[config.mk]
export PLATFORM = sky130hd
export DESIGN_NAME = lic_line_loop_ctrl
export DESIGN_NICKNAME = d
export VERILOG_FILES = /design/src/lic_pkg.sv /design/src/lic_line_loop_ctrl.sv
export SDC_FILE = /design/constraint.sdc
export NUM_CORES = 1
export LEC_CHECK = 0
export BUFFER_PORTS_ARGS = -buffer_cell sky130_fd_sc_hd__buf_2
export CAP_MARGIN = 20
export CORE_MARGIN = 2
export CORE_UTILIZATION = 50
export DETAILED_ROUTE_END_ITERATION = 6
export GPL_TIMING_DRIVEN = 0
export PLACE_DENSITY_LB_ADDON = 0.05
export SLEW_MARGIN = 20
export SYNTH_ARGS = -nofsm -noshare
export SYNTH_HDL_FRONTEND = slang
export SYNTH_SLANG_ARGS = --single-unit
[constraint.sdc]
create_clock -name clock -period 2.2 [get_ports clock]
set_clock_uncertainty 0.05 [all_clocks]
set_input_delay 0.22 -clock clock [delete_from_list [all_inputs] [get_ports clock]]
set_output_delay 0.22 -clock clock [all_outputs]
set_load 0.1 [all_outputs]
[src/lic_pkg.sv]
// constants, types and field layout of the line interface loopback block
// assumes a 200 MHz clock and a 32-bit APB register bus
package lic_pkg;
   // ------------------------------------------------------------
   // register offsets (byte addresses)
   // ------------------------------------------------------------
   localparam logic [7:0] CTRL_OFF = 8'h00;
   localparam logic [7:0] LINECFG_OFF = 8'h04;
   localparam logic [7:0] LINEMAP_OFF = 8'h08;
   localparam logic [7:0] LINELOOP_OFF = 8'h0C;
   localparam logic [7:0] LINERR_OFF = 8'h10;
   localparam logic [7:0] STATUS_OFF = 8'h14;
   localparam logic [7:0] IRQSTAT_OFF = 8'h18;
   localparam logic [7:0] IRQMASK_OFF = 8'h1C;
   // ------------------------------------------------------------
   // field positions and limits
   // ------------------------------------------------------------
   localparam int CTRL_MODE_LSB = 0;
   localparam int CTRL_FRAC_BIT = 2;
   localparam int CTRL_E1_BIT = 3;
   localparam int CTRL_GO_BIT = 4;
   localparam int CTRL_TMO_LSB = 8;
   localparam int LCFG_STRIDE = 8;
   localparam int LMAP_STRIDE = 2;
   localparam logic [2:0] MAX_CABLE_LEN = 3'h4;
   localparam logic [5:0] MAX_TIMEOUT_MIN = 6'h3C;
   localparam int IRQ_REMERR = 0;
   localparam int IRQ_TIMEOUT = 1;
   localparam int IRQ_REFUSED = 2;
   localparam int IRQ_REMOK = 3;
   localparam int IRQ_W = 4;
   // ------------------------------------------------------------
   // reset values and timing
   // ------------------------------------------------------------
   localparam logic [5:0] TMO_RST = 6'h00;
   localparam logic [IRQ_W-1:0] IRQMASK_RST = 4'h0;
   localparam longint unsigned MINUTE_S = 60;
   localparam longint unsigned CLOCK_HZ = 200_000_000;
   localparam longint unsigned CYCLES_PER_MIN = MINUTE_S * CLOCK_HZ;
   // ------------------------------------------------------------
   // types
   // ------------------------------------------------------------
   typedef enum logic [1:0] {
      LB_NONE = 2'b00, LB_RADIO = 2'b01, LB_LOCAL = 2'b10, LB_REMOTE = 2'b11
   } lic_mode_e;
   typedef enum logic [1:0] {
      ST_IDLE = 2'b00, ST_ACTIVE = 2'b01, ST_RSETUP = 2'b10
   } lic_state_e;
   typedef struct packed {
      logic codeAlt;        // 0 AMI, 1 B8ZS (T1) or HDB3 (E1)
      logic specAlt;        // 0 first standard, 1 second
      logic [2:0] cableLen; // T1 template band, zero on E1
   } lic_line_s;
   localparam lic_line_s LINE_RST = '{codeAlt: 1'b0, specAlt: 1'b0, cableLen: 3'h0};
endpackage

[src/lic_line_loop_ctrl.sv]
// line interface configuration and diagnostic loopback control
// assumes APB master on the same clock; modem status inputs synchronous
//
// Our own choices: the placing of the registers and register access over APB.
`timescale 1ns/100ps
module lic_line_loop_ctrl #(
   parameter int NLINES = 4,
   parameter longint unsigned MINUTE_CYCLES = lic_pkg::CYCLES_PER_MIN,
   parameter bit SUBBAND_EXEMPT = 1'b0
) (
   input wire logic clock,
   input wire logic rst_n,
   input wire logic ce,
   // apb slave
   input wire logic psel,
   input wire logic penable,
   input wire logic pwrite,
   input wire logic [7:0] paddr,
   input wire logic [31:0] pwdata,
   output logic [31:0] prdata,
   output logic pready,
   output logic pslverr,
   // radio side
   input wire logic sameSubBand,
   input wire logic farAck,
   input wire logic farFail,
   output logic rxTuneToTx,
   output logic localDigitalLoop,
   output logic farEchoReq,
   // line side
   output logic [NLINES-1:0] payloadOn,
   output lic_pkg::lic_line_s [NLINES-1:0] lineCfg,
   output logic [2*NLINES-1:0] lineSpan,
   output logic [NLINES-1:0] lineLoopLocal,
   output logic [NLINES-1:0] farSpanLoop,
   output logic [NLINES-1:0] errInit,
   output logic e1Mode,
   output logic irq
);
   // ------------------------------------------------------------
   // apb decode
   // ------------------------------------------------------------
   logic setup;
   logic access;
   logic wrEn;
   logic mapped;
   logic [31:0] rdData;
   assign setup = psel & ~penable;
   assign access = psel & penable & pready;
   assign wrEn = access & pwrite & ~pslverr;
   // address decode, unmapped offsets answer with slverr
   always_comb begin
      mapped = 1'b0;
      case (paddr)
         lic_pkg::CTRL_OFF, lic_pkg::LINECFG_OFF, lic_pkg::LINEMAP_OFF,
         lic_pkg::LINELOOP_OFF, lic_pkg::LINERR_OFF, lic_pkg::STATUS_OFF,
         lic_pkg::IRQSTAT_OFF, lic_pkg::IRQMASK_OFF: mapped = 1'b1;
         default: mapped = 1'b0;
      endcase
   end

   // ------------------------------------------------------------
   // configuration registers
   // ------------------------------------------------------------
   logic fracMode_q;
   logic e1Mode_q;
   logic [5:0] tmoMin_q;
   logic [NLINES-1:0] loopLocal_q;
   logic [NLINES-1:0] loopRemote_q;
   logic [NLINES-1:0] linErrOn_q;
   logic [NLINES-1:0] errInit_q;
   lic_pkg::lic_line_s [NLINES-1:0] lineCfg_q;
   logic [2*NLINES-1:0] lineMap_q;
   logic [lic_pkg::IRQ_W-1:0] irqStat_q;
   logic [lic_pkg::IRQ_W-1:0] irqMask_q;
   logic [lic_pkg::IRQ_W-1:0] irqSet;
   logic goReq;
   lic_pkg::lic_mode_e reqMode;
   logic [5:0] wrTmo;
   logic [5:0] goTmo;
   assign goReq = wrEn && paddr == lic_pkg::CTRL_OFF && pwdata[lic_pkg::CTRL_GO_BIT];
   assign reqMode = lic_pkg::lic_mode_e'(pwdata[lic_pkg::CTRL_MODE_LSB +: 2]);
   assign wrTmo = pwdata[lic_pkg::CTRL_TMO_LSB +: 6];
   assign goTmo = wrTmo <= lic_pkg::MAX_TIMEOUT_MIN ? wrTmo : tmoMin_q;
   // global mode bits and timeout, out-of-range timeout kept old
   always_ff @(posedge clock) begin
      if (!rst_n) begin
         fracMode_q <= 1'b0;
         e1Mode_q <= 1'b0;
         tmoMin_q <= lic_pkg::TMO_RST;
      end else if (ce && wrEn && paddr == lic_pkg::CTRL_OFF) begin
         fracMode_q <= pwdata[lic_pkg::CTRL_FRAC_BIT];
         e1Mode_q <= pwdata[lic_pkg::CTRL_E1_BIT];
         if (wrTmo <= lic_pkg::MAX_TIMEOUT_MIN) begin
            tmoMin_q <= wrTmo;
         end
      end
   end

   // line loop selection and error measurement switches
   always_ff @(posedge clock) begin
      if (!rst_n) begin
         loopLocal_q <= '0;
         loopRemote_q <= '0;
         linErrOn_q <= '0;
         errInit_q <= '0;
      end else if (ce) begin
         errInit_q <= '0;
         if (wrEn && paddr == lic_pkg::LINELOOP_OFF) begin
            loopLocal_q <= pwdata[NLINES-1:0];
            loopRemote_q <= pwdata[2*NLINES-1:NLINES];
         end
         if (wrEn && paddr == lic_pkg::LINERR_OFF) begin
            linErrOn_q <= pwdata[NLINES-1:0];
            errInit_q <= pwdata[NLINES-1:0] & ~linErrOn_q;
         end
      end
   end

   // per line code, cable template and span mapping
   genvar gi;
   generate
      for (gi = 0; gi < NLINES; gi++) begin : g_line
         logic [7:0] wrField;
         logic [1:0] wrSpan;
         assign wrField = pwdata[gi*lic_pkg::LCFG_STRIDE +: 8];
         assign wrSpan = pwdata[gi*lic_pkg::LMAP_STRIDE +: 2];
         always_ff @(posedge clock) begin
            if (!rst_n) begin
               lineCfg_q[gi] <= lic_pkg::LINE_RST;
               lineMap_q[gi*lic_pkg::LMAP_STRIDE +: 2] <= 2'(gi);
            end else if (ce) begin
               if (wrEn && paddr == lic_pkg::LINECFG_OFF) begin
                  lineCfg_q[gi].codeAlt <= wrField[0];
                  lineCfg_q[gi].specAlt <= wrField[1];
                  if (wrField[4:2] <= lic_pkg::MAX_CABLE_LEN) begin
                     lineCfg_q[gi].cableLen <= wrField[4:2];
                  end
               end
               // a pair is applied only when its valid bit is set
               if (wrEn && paddr == lic_pkg::LINEMAP_OFF && pwdata[16+gi]) begin
                  lineMap_q[gi*lic_pkg::LMAP_STRIDE +: 2] <= wrSpan;
               end
            end
         end
      end
   endgenerate

   // ------------------------------------------------------------
   // loopback state machine
   // ------------------------------------------------------------
   lic_pkg::lic_state_e state_q;
   lic_pkg::lic_mode_e mode_q;
   logic [5:0] minLeft_q;
   logic timed_q;
   logic [35:0] cycCnt_q;
   logic minuteTick;
   logic expire;
   logic radioOk;
   assign radioOk = sameSubBand | SUBBAND_EXEMPT;
   assign minuteTick = cycCnt_q == 36'(MINUTE_CYCLES - 1);
   assign expire = state_q == lic_pkg::ST_ACTIVE && timed_q && minuteTick &&
      minLeft_q == 6'h01;
   // mode transitions on a go write, far answer or timeout
   always_ff @(posedge clock) begin
      if (!rst_n) begin
         state_q <= lic_pkg::ST_IDLE;
         mode_q <= lic_pkg::LB_NONE;
      end else if (ce) begin
         if (goReq) begin
            case (reqMode)
               lic_pkg::LB_NONE: begin
                  state_q <= lic_pkg::ST_IDLE;
                  mode_q <= lic_pkg::LB_NONE;
               end
               lic_pkg::LB_RADIO: begin
                  if (radioOk) begin
                     state_q <= lic_pkg::ST_ACTIVE;
                     mode_q <= lic_pkg::LB_RADIO;
                  end
               end
               lic_pkg::LB_LOCAL: begin
                  state_q <= lic_pkg::ST_ACTIVE;
                  mode_q <= lic_pkg::LB_LOCAL;
               end
               lic_pkg::LB_REMOTE: begin
                  state_q <= lic_pkg::ST_RSETUP;
                  mode_q <= lic_pkg::LB_NONE;
               end
               default: state_q <= lic_pkg::ST_IDLE;
            endcase
         end else begin
            case (state_q)
               lic_pkg::ST_RSETUP: begin
                  if (farFail) begin
                     state_q <= lic_pkg::ST_IDLE;
                     mode_q <= lic_pkg::LB_NONE;
                  end else if (farAck) begin
                     state_q <= lic_pkg::ST_ACTIVE;
                     mode_q <= lic_pkg::LB_REMOTE;
                  end
               end
               lic_pkg::ST_ACTIVE: begin
                  if (expire) begin
                     state_q <= lic_pkg::ST_IDLE;
                     mode_q <= lic_pkg::LB_NONE;
                  end
               end
               lic_pkg::ST_IDLE: mode_q <= lic_pkg::LB_NONE;
               default: state_q <= lic_pkg::ST_IDLE;
            endcase
         end
      end
   end
   // minute timer, loaded when a go write is taken
   always_ff @(posedge clock) begin
      if (!rst_n) begin
         cycCnt_q <= '0;
         minLeft_q <= '0;
         timed_q <= 1'b0;
      end else if (ce) begin
         if (goReq) begin
            cycCnt_q <= '0;
            minLeft_q <= goTmo;
            timed_q <= goTmo != 6'h00;
         end else if (state_q == lic_pkg::ST_ACTIVE && timed_q) begin
            if (minuteTick) begin
               cycCnt_q <= '0;
               minLeft_q <= minLeft_q - 6'h01;
            end else begin
               cycCnt_q <= cycCnt_q + 36'h1;
            end
         end
      end
   end
   // ------------------------------------------------------------
   // interrupt status and mask
   // ------------------------------------------------------------
   always_comb begin
      irqSet = '0;
      irqSet[lic_pkg::IRQ_REMERR] = state_q == lic_pkg::ST_RSETUP && farFail && !goReq;
      irqSet[lic_pkg::IRQ_TIMEOUT] = expire && !goReq;
      irqSet[lic_pkg::IRQ_REFUSED] = goReq && reqMode == lic_pkg::LB_RADIO && !radioOk;
      irqSet[lic_pkg::IRQ_REMOK] = state_q == lic_pkg::ST_RSETUP && farAck && !farFail &&
         !goReq;
   end
   // write one clears, a new event in the same cycle wins
   always_ff @(posedge clock) begin
      if (!rst_n) begin
         irqStat_q <= '0;
         irqMask_q <= lic_pkg::IRQMASK_RST;
         irq <= 1'b0;
      end else if (ce) begin
         if (wrEn && paddr == lic_pkg::IRQSTAT_OFF) begin
            irqStat_q <= (irqStat_q & ~pwdata[lic_pkg::IRQ_W-1:0]) | irqSet;
         end else begin
            irqStat_q <= irqStat_q | irqSet;
         end
         if (wrEn && paddr == lic_pkg::IRQMASK_OFF) begin
            irqMask_q <= pwdata[lic_pkg::IRQ_W-1:0];
         end
         irq <= |(irqStat_q & irqMask_q);
      end
   end

   // ------------------------------------------------------------
   // registered outputs toward radio and lines
   // ------------------------------------------------------------
   logic [NLINES-1:0] spanMask;
   logic [NLINES-1:0] lineLoopOn;
   logic [1:0] effSpan [NLINES];

   // effective span per line and far span mask of remote line loops
   always_comb begin
      spanMask = '0;
      for (int i = 0; i < NLINES; i++) begin
         effSpan[i] = fracMode_q ? 2'h0 : lineMap_q[i*lic_pkg::LMAP_STRIDE +: 2];
         if (fracMode_q && loopRemote_q[i]) begin
            spanMask[effSpan[i]] = 1'b1;
         end
      end
      lineLoopOn = fracMode_q ? (loopLocal_q | loopRemote_q) : '0;
   end

   always_ff @(posedge clock) begin
      if (!rst_n) begin
         rxTuneToTx <= 1'b0;
         localDigitalLoop <= 1'b0;
         farEchoReq <= 1'b0;
         payloadOn <= '0;
         lineLoopLocal <= '0;
         farSpanLoop <= '0;
      end else if (ce) begin
         rxTuneToTx <= mode_q == lic_pkg::LB_RADIO;
         localDigitalLoop <= mode_q == lic_pkg::LB_LOCAL;
         farEchoReq <= state_q == lic_pkg::ST_RSETUP || mode_q == lic_pkg::LB_REMOTE;
         payloadOn <= state_q == lic_pkg::ST_IDLE ? ~lineLoopOn : '0;
         lineLoopLocal <= fracMode_q ? loopLocal_q : '0;
         farSpanLoop <= spanMask;
      end
   end
   // line template, span and error init toward the line drivers
   always_ff @(posedge clock) begin
      if (!rst_n) begin
         lineCfg <= '0;
         lineSpan <= '0;
         errInit <= '0;
         e1Mode <= 1'b0;
      end else if (ce) begin
         for (int i = 0; i < NLINES; i++) begin
            lineCfg[i].codeAlt <= lineCfg_q[i].codeAlt;
            lineCfg[i].specAlt <= lineCfg_q[i].specAlt;
            lineCfg[i].cableLen <= e1Mode_q ? 3'h0 : lineCfg_q[i].cableLen;
            lineSpan[i*2 +: 2] <= effSpan[i];
         end
         errInit <= errInit_q;
         e1Mode <= e1Mode_q;
      end
   end

   // ------------------------------------------------------------
   // read mux, side-effect free
   // ------------------------------------------------------------
   always_comb begin
      rdData = '0;
      case (paddr)
         lic_pkg::CTRL_OFF: begin
            rdData[lic_pkg::CTRL_MODE_LSB +: 2] = mode_q;
            rdData[lic_pkg::CTRL_FRAC_BIT] = fracMode_q;
            rdData[lic_pkg::CTRL_E1_BIT] = e1Mode_q;
            rdData[lic_pkg::CTRL_TMO_LSB +: 6] = tmoMin_q;
         end
         lic_pkg::LINECFG_OFF: begin
            for (int i = 0; i < NLINES; i++) begin
               rdData[i*lic_pkg::LCFG_STRIDE +: 5] = lineCfg_q[i];
            end
         end
         lic_pkg::LINEMAP_OFF: rdData[2*NLINES-1:0] = lineMap_q;
         lic_pkg::LINELOOP_OFF: rdData[2*NLINES-1:0] = {loopRemote_q, loopLocal_q};
         lic_pkg::LINERR_OFF: rdData[NLINES-1:0] = linErrOn_q;
         lic_pkg::STATUS_OFF: begin
            rdData[1:0] = mode_q;
            rdData[3:2] = state_q;
            rdData[4] = timed_q;
            rdData[13:8] = minLeft_q;
         end
         lic_pkg::IRQSTAT_OFF: rdData[lic_pkg::IRQ_W-1:0] = irqStat_q;
         lic_pkg::IRQMASK_OFF: rdData[lic_pkg::IRQ_W-1:0] = irqMask_q;
         default: rdData = '0;
      endcase
   end
   // no wait state: data and ready set up during the setup cycle
   always_ff @(posedge clock) begin
      if (!rst_n) begin
         pready <= 1'b0;
         pslverr <= 1'b0;
         prdata <= '0;
      end else if (ce) begin
         pready <= setup;
         pslverr <= setup & ~mapped;
         if (setup) begin
            prdata <= pwrite ? 32'h0000_0000 : rdData;
         end
      end
   end

endmodule // lic_line_loop_ctrl

==> metrics.csv <==
stage,metric,value,unit
outcome,run status,finished clean,
clocking,Max Root-Sink Buffers,2,
worst_setup_path,Crit path max-delay family,simple AND/OR/NAND/NOR gates,
worst_setup_path,kind of start point of the critical path,flip-flop,
placement,HPWL reported at the end of detailed placement,19000,um
synth,synth unique cells,63,
timing,transition time at the pin with the least slew margin,845,ps
detailed_routing,DR pass1 iterations,6,
power,share of power burned in registers,48.1,%
power,largest voltage drop on the vdd net,0.546,mV
timing,post-layout worst setup margin,69.2,ps
detailed_routing,Post-Route WL,26800,um
worst_setup_path,Most Frequent Cell on Critical Path,sky130_fd_sc_hd__nor3_4,
timing,final period utilization,96.9,%
worst_setup_path,type of the worst setup path,flip-flop to flip-flop,
power,static leakage,4.07,nW
timing,final period demand of the worst path,2130,ps
timing,maximum achievable frequency,469,MHz
synth,top flip-flop cell by instance count after synthesis,sky130_fd_sc_hd__dfxtp_1,
synth,largest family of logic cells by synthesized area,simple AND/OR/NAND/NOR gates,
synth,synthesized-area fraction occupied by adder cells,0.874,%
final_layout,number of inserted diodes,0,
die,floorplan die width,135,um
worst_setup_path,Critical Path RT,2490,ps
power,share of total power in the clock network,43.9,%
detailed_routing,vias per std cell,5.76,
worst_setup_path,CP Cell Sequence,"nor4b_1, nand4_1, buf_4, nor3_4, nor3_4, nor2_4, buf_2, nor2_1",
synth,"EDFF count, synth",0,
detailed_routing,routed length per instance,19.4,um
worst_setup_path,Crit path arrival time,2420,ps
worst_setup_path,CP startpoint,cycCnt_q[17],
worst_setup_path,reg-to-reg setup timing slack,70,ps
die,core footprint,0.0167,mm2
detailed_routing,remaining routing DRC violations,0,
die,y dimension of the die,135,um
power,Switching Fraction,27.8,%
flow_run,count of maximum capacitance violations,0,
synth,Yosys warning count,0,
final_layout,storage element area,0.00365,mm2
clocking,clock net sink count,182,
power,Int Pwr,4.98,mW
timing,max-slew violation count,0,
power,Power Dens Cells,667,mW/mm2
worst_setup_path,count of buffer and inverter cells on the critical path,2,
global_routing,number of antenna violations at the first check in global routing,0,
final_layout,footprint of the multi-input gates,0.00478,mm2
synth,xor and xnor area share after synthesis,2.24,%
final_layout,Layout Area Growth over Synthesis,20.3,%
final_layout,ratio of cells with drive above 1 in the final layout,19.5,%
timing,number of failing hold endpoints at the final stage,0,
worst_setup_path,Worst Reg-to-Reg Cells,8,
final_layout,Filler Cells Inserted,1518,
synth,Post-Synthesis Cell Area,0.00859,mm2
global_routing,"Remaining Overflow, GRT",0,
clocking,cell at the root of the clock tree,sky130_fd_sc_hd__clkbuf_16,
die,number of cell rows,47,
worst_setup_path,Critical Path Slowest Stage Cell,sky130_fd_sc_hd__nor4b_1,
die,number of top-level design ports,132,
synth,mean instance size in the synthesized netlist,8.64,um2
power,switching power,1.91,mW
global_routing,GRT Total Usage,29.2,%
final_layout,number of nets in the layout,1204,
die,total die area,0.0182,mm2
clocking,CTS tree,yes,
placement,number of input and output port buffers inserted,112,
synth,sequential-to-total area share from yosys stat,42.4,%
clocking,clock slew at the register clock pins of the worst setup and hold paths,80,ps
die,initial core utilization,51.4,%
worst_setup_path,endpoint of the most critical setup path,cycCnt_q[12],
timing,slew margin rel.,43.7,%
clocking,maximum level of the CTS H-tree,4,
global_routing,largest net degree at the start of global routing,19,
timing,number of setup violations in the final report,0,
timing,Setup TNS,0,ps
detailed_routing,violation count after the first detailed-routing iteration,741,
worst_setup_path,destination of the worst register-to-register timing path,cycCnt_q[12],
synth,Async SR Flop Fraction,0,%
worst_hold_path,worst min-delay path class,primary input to flip-flop,
placement,gp weighted congestion,0.939,
detailed_routing,count of nets left with antenna violations after detail routing,0,
worst_setup_path,largest fanout of any net on the critical path,8,
clocking,number of buffers added by the clock tree synthesis step,17,
placement,pre-CTS setup slack,-522,ps
power,portion of total power attributed to combinational logic,8.1,%
synth,count of mapped cells out of synthesis,994,
worst_setup_path,CP endpoint kind,flip-flop,
worst_setup_path,number of logic stages on the critical path including buffering,8,
synth,mux contribution to synthesized area,5.48,%
detailed_routing,via total after detailed routing,7950,
clocking,source-to-sink clock delay at the later pin of the worst-skew pair,450,ps
global_routing,number of global-route vias before repair,7201,
synth,simple logic cell fraction of the synthesized area,28.7,%
synth,compound-gate portion of the synthesized area,16.3,%
worst_setup_path,highest cell delay on the worst timing path,430,ps
synth,Seq cells post-synth,182,
global_routing,global-route wire length before repair,40300,um
worst_setup_path,launching point of the worst reg2reg path,cycCnt_q[17],
timing,RSZ-0062 raised after global routing,yes,
tightest hold or removal path, cell delays in order:
cell and delay, ps:
sky130_fd_sc_hd__buf_2 110, sky130_fd_sc_hd__o21ai_0 60, sky130_fd_sc_hd__a21boi_0 80
power groups by stage:
stage                     logic [mW]  clock network (mW)  registers (mW)
after floorplan                0.250                   0            3.49
after global placement         0.528                   0            3.39
after detailed placement       0.528                   0            3.39
after CTS                      0.539                3.04            3.31
after global routing           0.580                3.18            3.31
final                          0.555                3.02            3.31
final cells by class:
class                   count  share of cell area, %
well taps                 220                   2.66
inverters                  18                  0.654
clock buffers              18                   4.25
clock inverters            13                   1.33
multi-input cells         741                   46.2
flip-flops and latches    182                   35.4
plain buffers              60                   2.80
repair buffers            129                   6.75
through the flow:
| stage | utilization (%) | instances | power, mW | hold slack, ps | area, um2 |
|---|---|---|---|---|---|
| detailed placement | 56.6 | 1333 | 3.92 | 388 | 9460 |
| global route | 61.9 | 1381 | 7.07 | 11.2 | 10300 |
| finish | 61.9 | 1381 | 6.89 | 7.60 | 10300 |
| floorplan | - | 1001 | 3.74 | 315 | 8620 |
| global placement | 56.6 | 1333 | 3.92 | 388 | 9460 |
| CTS | 61.0 | 1372 | 6.89 | 6.02 | 10200 |
placed cells by master, fill, tap and decap left out, types with 17 or more instances in the layout:
cell	count
sky130_fd_sc_hd__a21boi_0	36
sky130_fd_sc_hd__a21oi_1	33
sky130_fd_sc_hd__a22oi_1	17
sky130_fd_sc_hd__and2_1	37
sky130_fd_sc_hd__and3_1	20
sky130_fd_sc_hd__buf_2	121
sky130_fd_sc_hd__buf_4	20
sky130_fd_sc_hd__clkbuf_1	36
sky130_fd_sc_hd__clkbuf_16	17
sky130_fd_sc_hd__dfxtp_1	175
sky130_fd_sc_hd__inv_1	18
sky130_fd_sc_hd__mux2i_1	41
sky130_fd_sc_hd__nand2_1	88
sky130_fd_sc_hd__nand3_1	48
sky130_fd_sc_hd__nor2_1	63
sky130_fd_sc_hd__nor2b_1	82
sky130_fd_sc_hd__nor3_1	18
sky130_fd_sc_hd__o21ai_0	68
sequential cells by signal, indices dropped and copies added, names as in the netlist, 6 cells and up:
name,cells
cycCnt_q,36
lineCfg,20
lineCfg_q,20
lineMap_q,8
lineSpan,8
minLeft_q,6
prdata,24
tmoMin_q,6
layer usage:
metal	global-route usage [%]	part of all wire (%)	up-vias
met5	0	0	-
met4	9.84	2.5	0
met3	6.76	6.4	44
met2	47.4	47	316
met1	38.4	44	3765
li1	-	-	3825
cells by family after synthesis:
| logic type | after synthesis |
|---|---|
| flops | 182 |
| fa+ha+maj | 6 |
| xor+xnor | 22 |
| other cells | 1 |
| buf+inv | 79 |
| compound gates | 215 |
| simple gates | 445 |
| mux | 44 |
Yosys cell counts, types with 4 or more instances:
library cell               number  area (um2)
sky130_fd_sc_hd__dfxtp_1      182        3640
sky130_fd_sc_hd__nand2_1       88         330
sky130_fd_sc_hd__nor2b_1       83         519
sky130_fd_sc_hd__o21ai_0       69         345
sky130_fd_sc_hd__nor2_1        64         240
sky130_fd_sc_hd__nand3_1       52         260
sky130_fd_sc_hd__mux2i_1       41         410
sky130_fd_sc_hd__clkbuf_1      39         146
sky130_fd_sc_hd__and2_1        37         231
sky130_fd_sc_hd__a21boi_0      36         270
sky130_fd_sc_hd__a21oi_1       34         170
sky130_fd_sc_hd__and3_1        20         125
sky130_fd_sc_hd__nor3_1        19        95.1
sky130_fd_sc_hd__inv_1         18        67.6
sky130_fd_sc_hd__a22oi_1       17         128
sky130_fd_sc_hd__nand2b_1      16         100
sky130_fd_sc_hd__nand4_1       16         100
sky130_fd_sc_hd__o22ai_1       12        75.1
sky130_fd_sc_hd__xor2_1        12         105
sky130_fd_sc_hd__buf_2         10        50.1
sky130_fd_sc_hd__xnor2_1       10        87.6
sky130_fd_sc_hd__nor4_1         9        56.3
sky130_fd_sc_hd__buf_4          8        60.1
sky130_fd_sc_hd__nand3b_1       8        60.1
sky130_fd_sc_hd__a22o_1         6        52.6
sky130_fd_sc_hd__and4_1         6        52.6
sky130_fd_sc_hd__ha_1           6        75.1
sky130_fd_sc_hd__a222oi_1       5        50.1
sky130_fd_sc_hd__a31oi_1        5        31.3
sky130_fd_sc_hd__o211ai_1       5        37.5
sky130_fd_sc_hd__buf_1          4        15.0
sky130_fd_sc_hd__o221a_2        4        45.0
timing repair:
action | CTS | global route
gates resized for setup | 18 | 26
gates cloned | 0 | 2
buffers inserted | 3 | 8
pin swaps | 2 | 5
hold buffers | 5 | 0
endpoints found under the setup margin | 59 | 49
hold endpoints to repair | 5 | 0
how the worst min path moves through the flow:
stage	start	to	cells past startpoint
after floorplan	pwdata[17]	lineCfg_q[13]	2
after global placement	farSpanLoop[3]	farSpanLoop[3]	1
after detailed placement	farSpanLoop[1]	farSpanLoop[1]	1
after CTS	pwdata[26]	lineCfg_q[15]	3
after global routing	pwdata[26]	lineCfg_q[15]	3
final	pwdata[26]	lineCfg_q[15]	3
No activity file was read; power rests on OpenSTA's default activity.
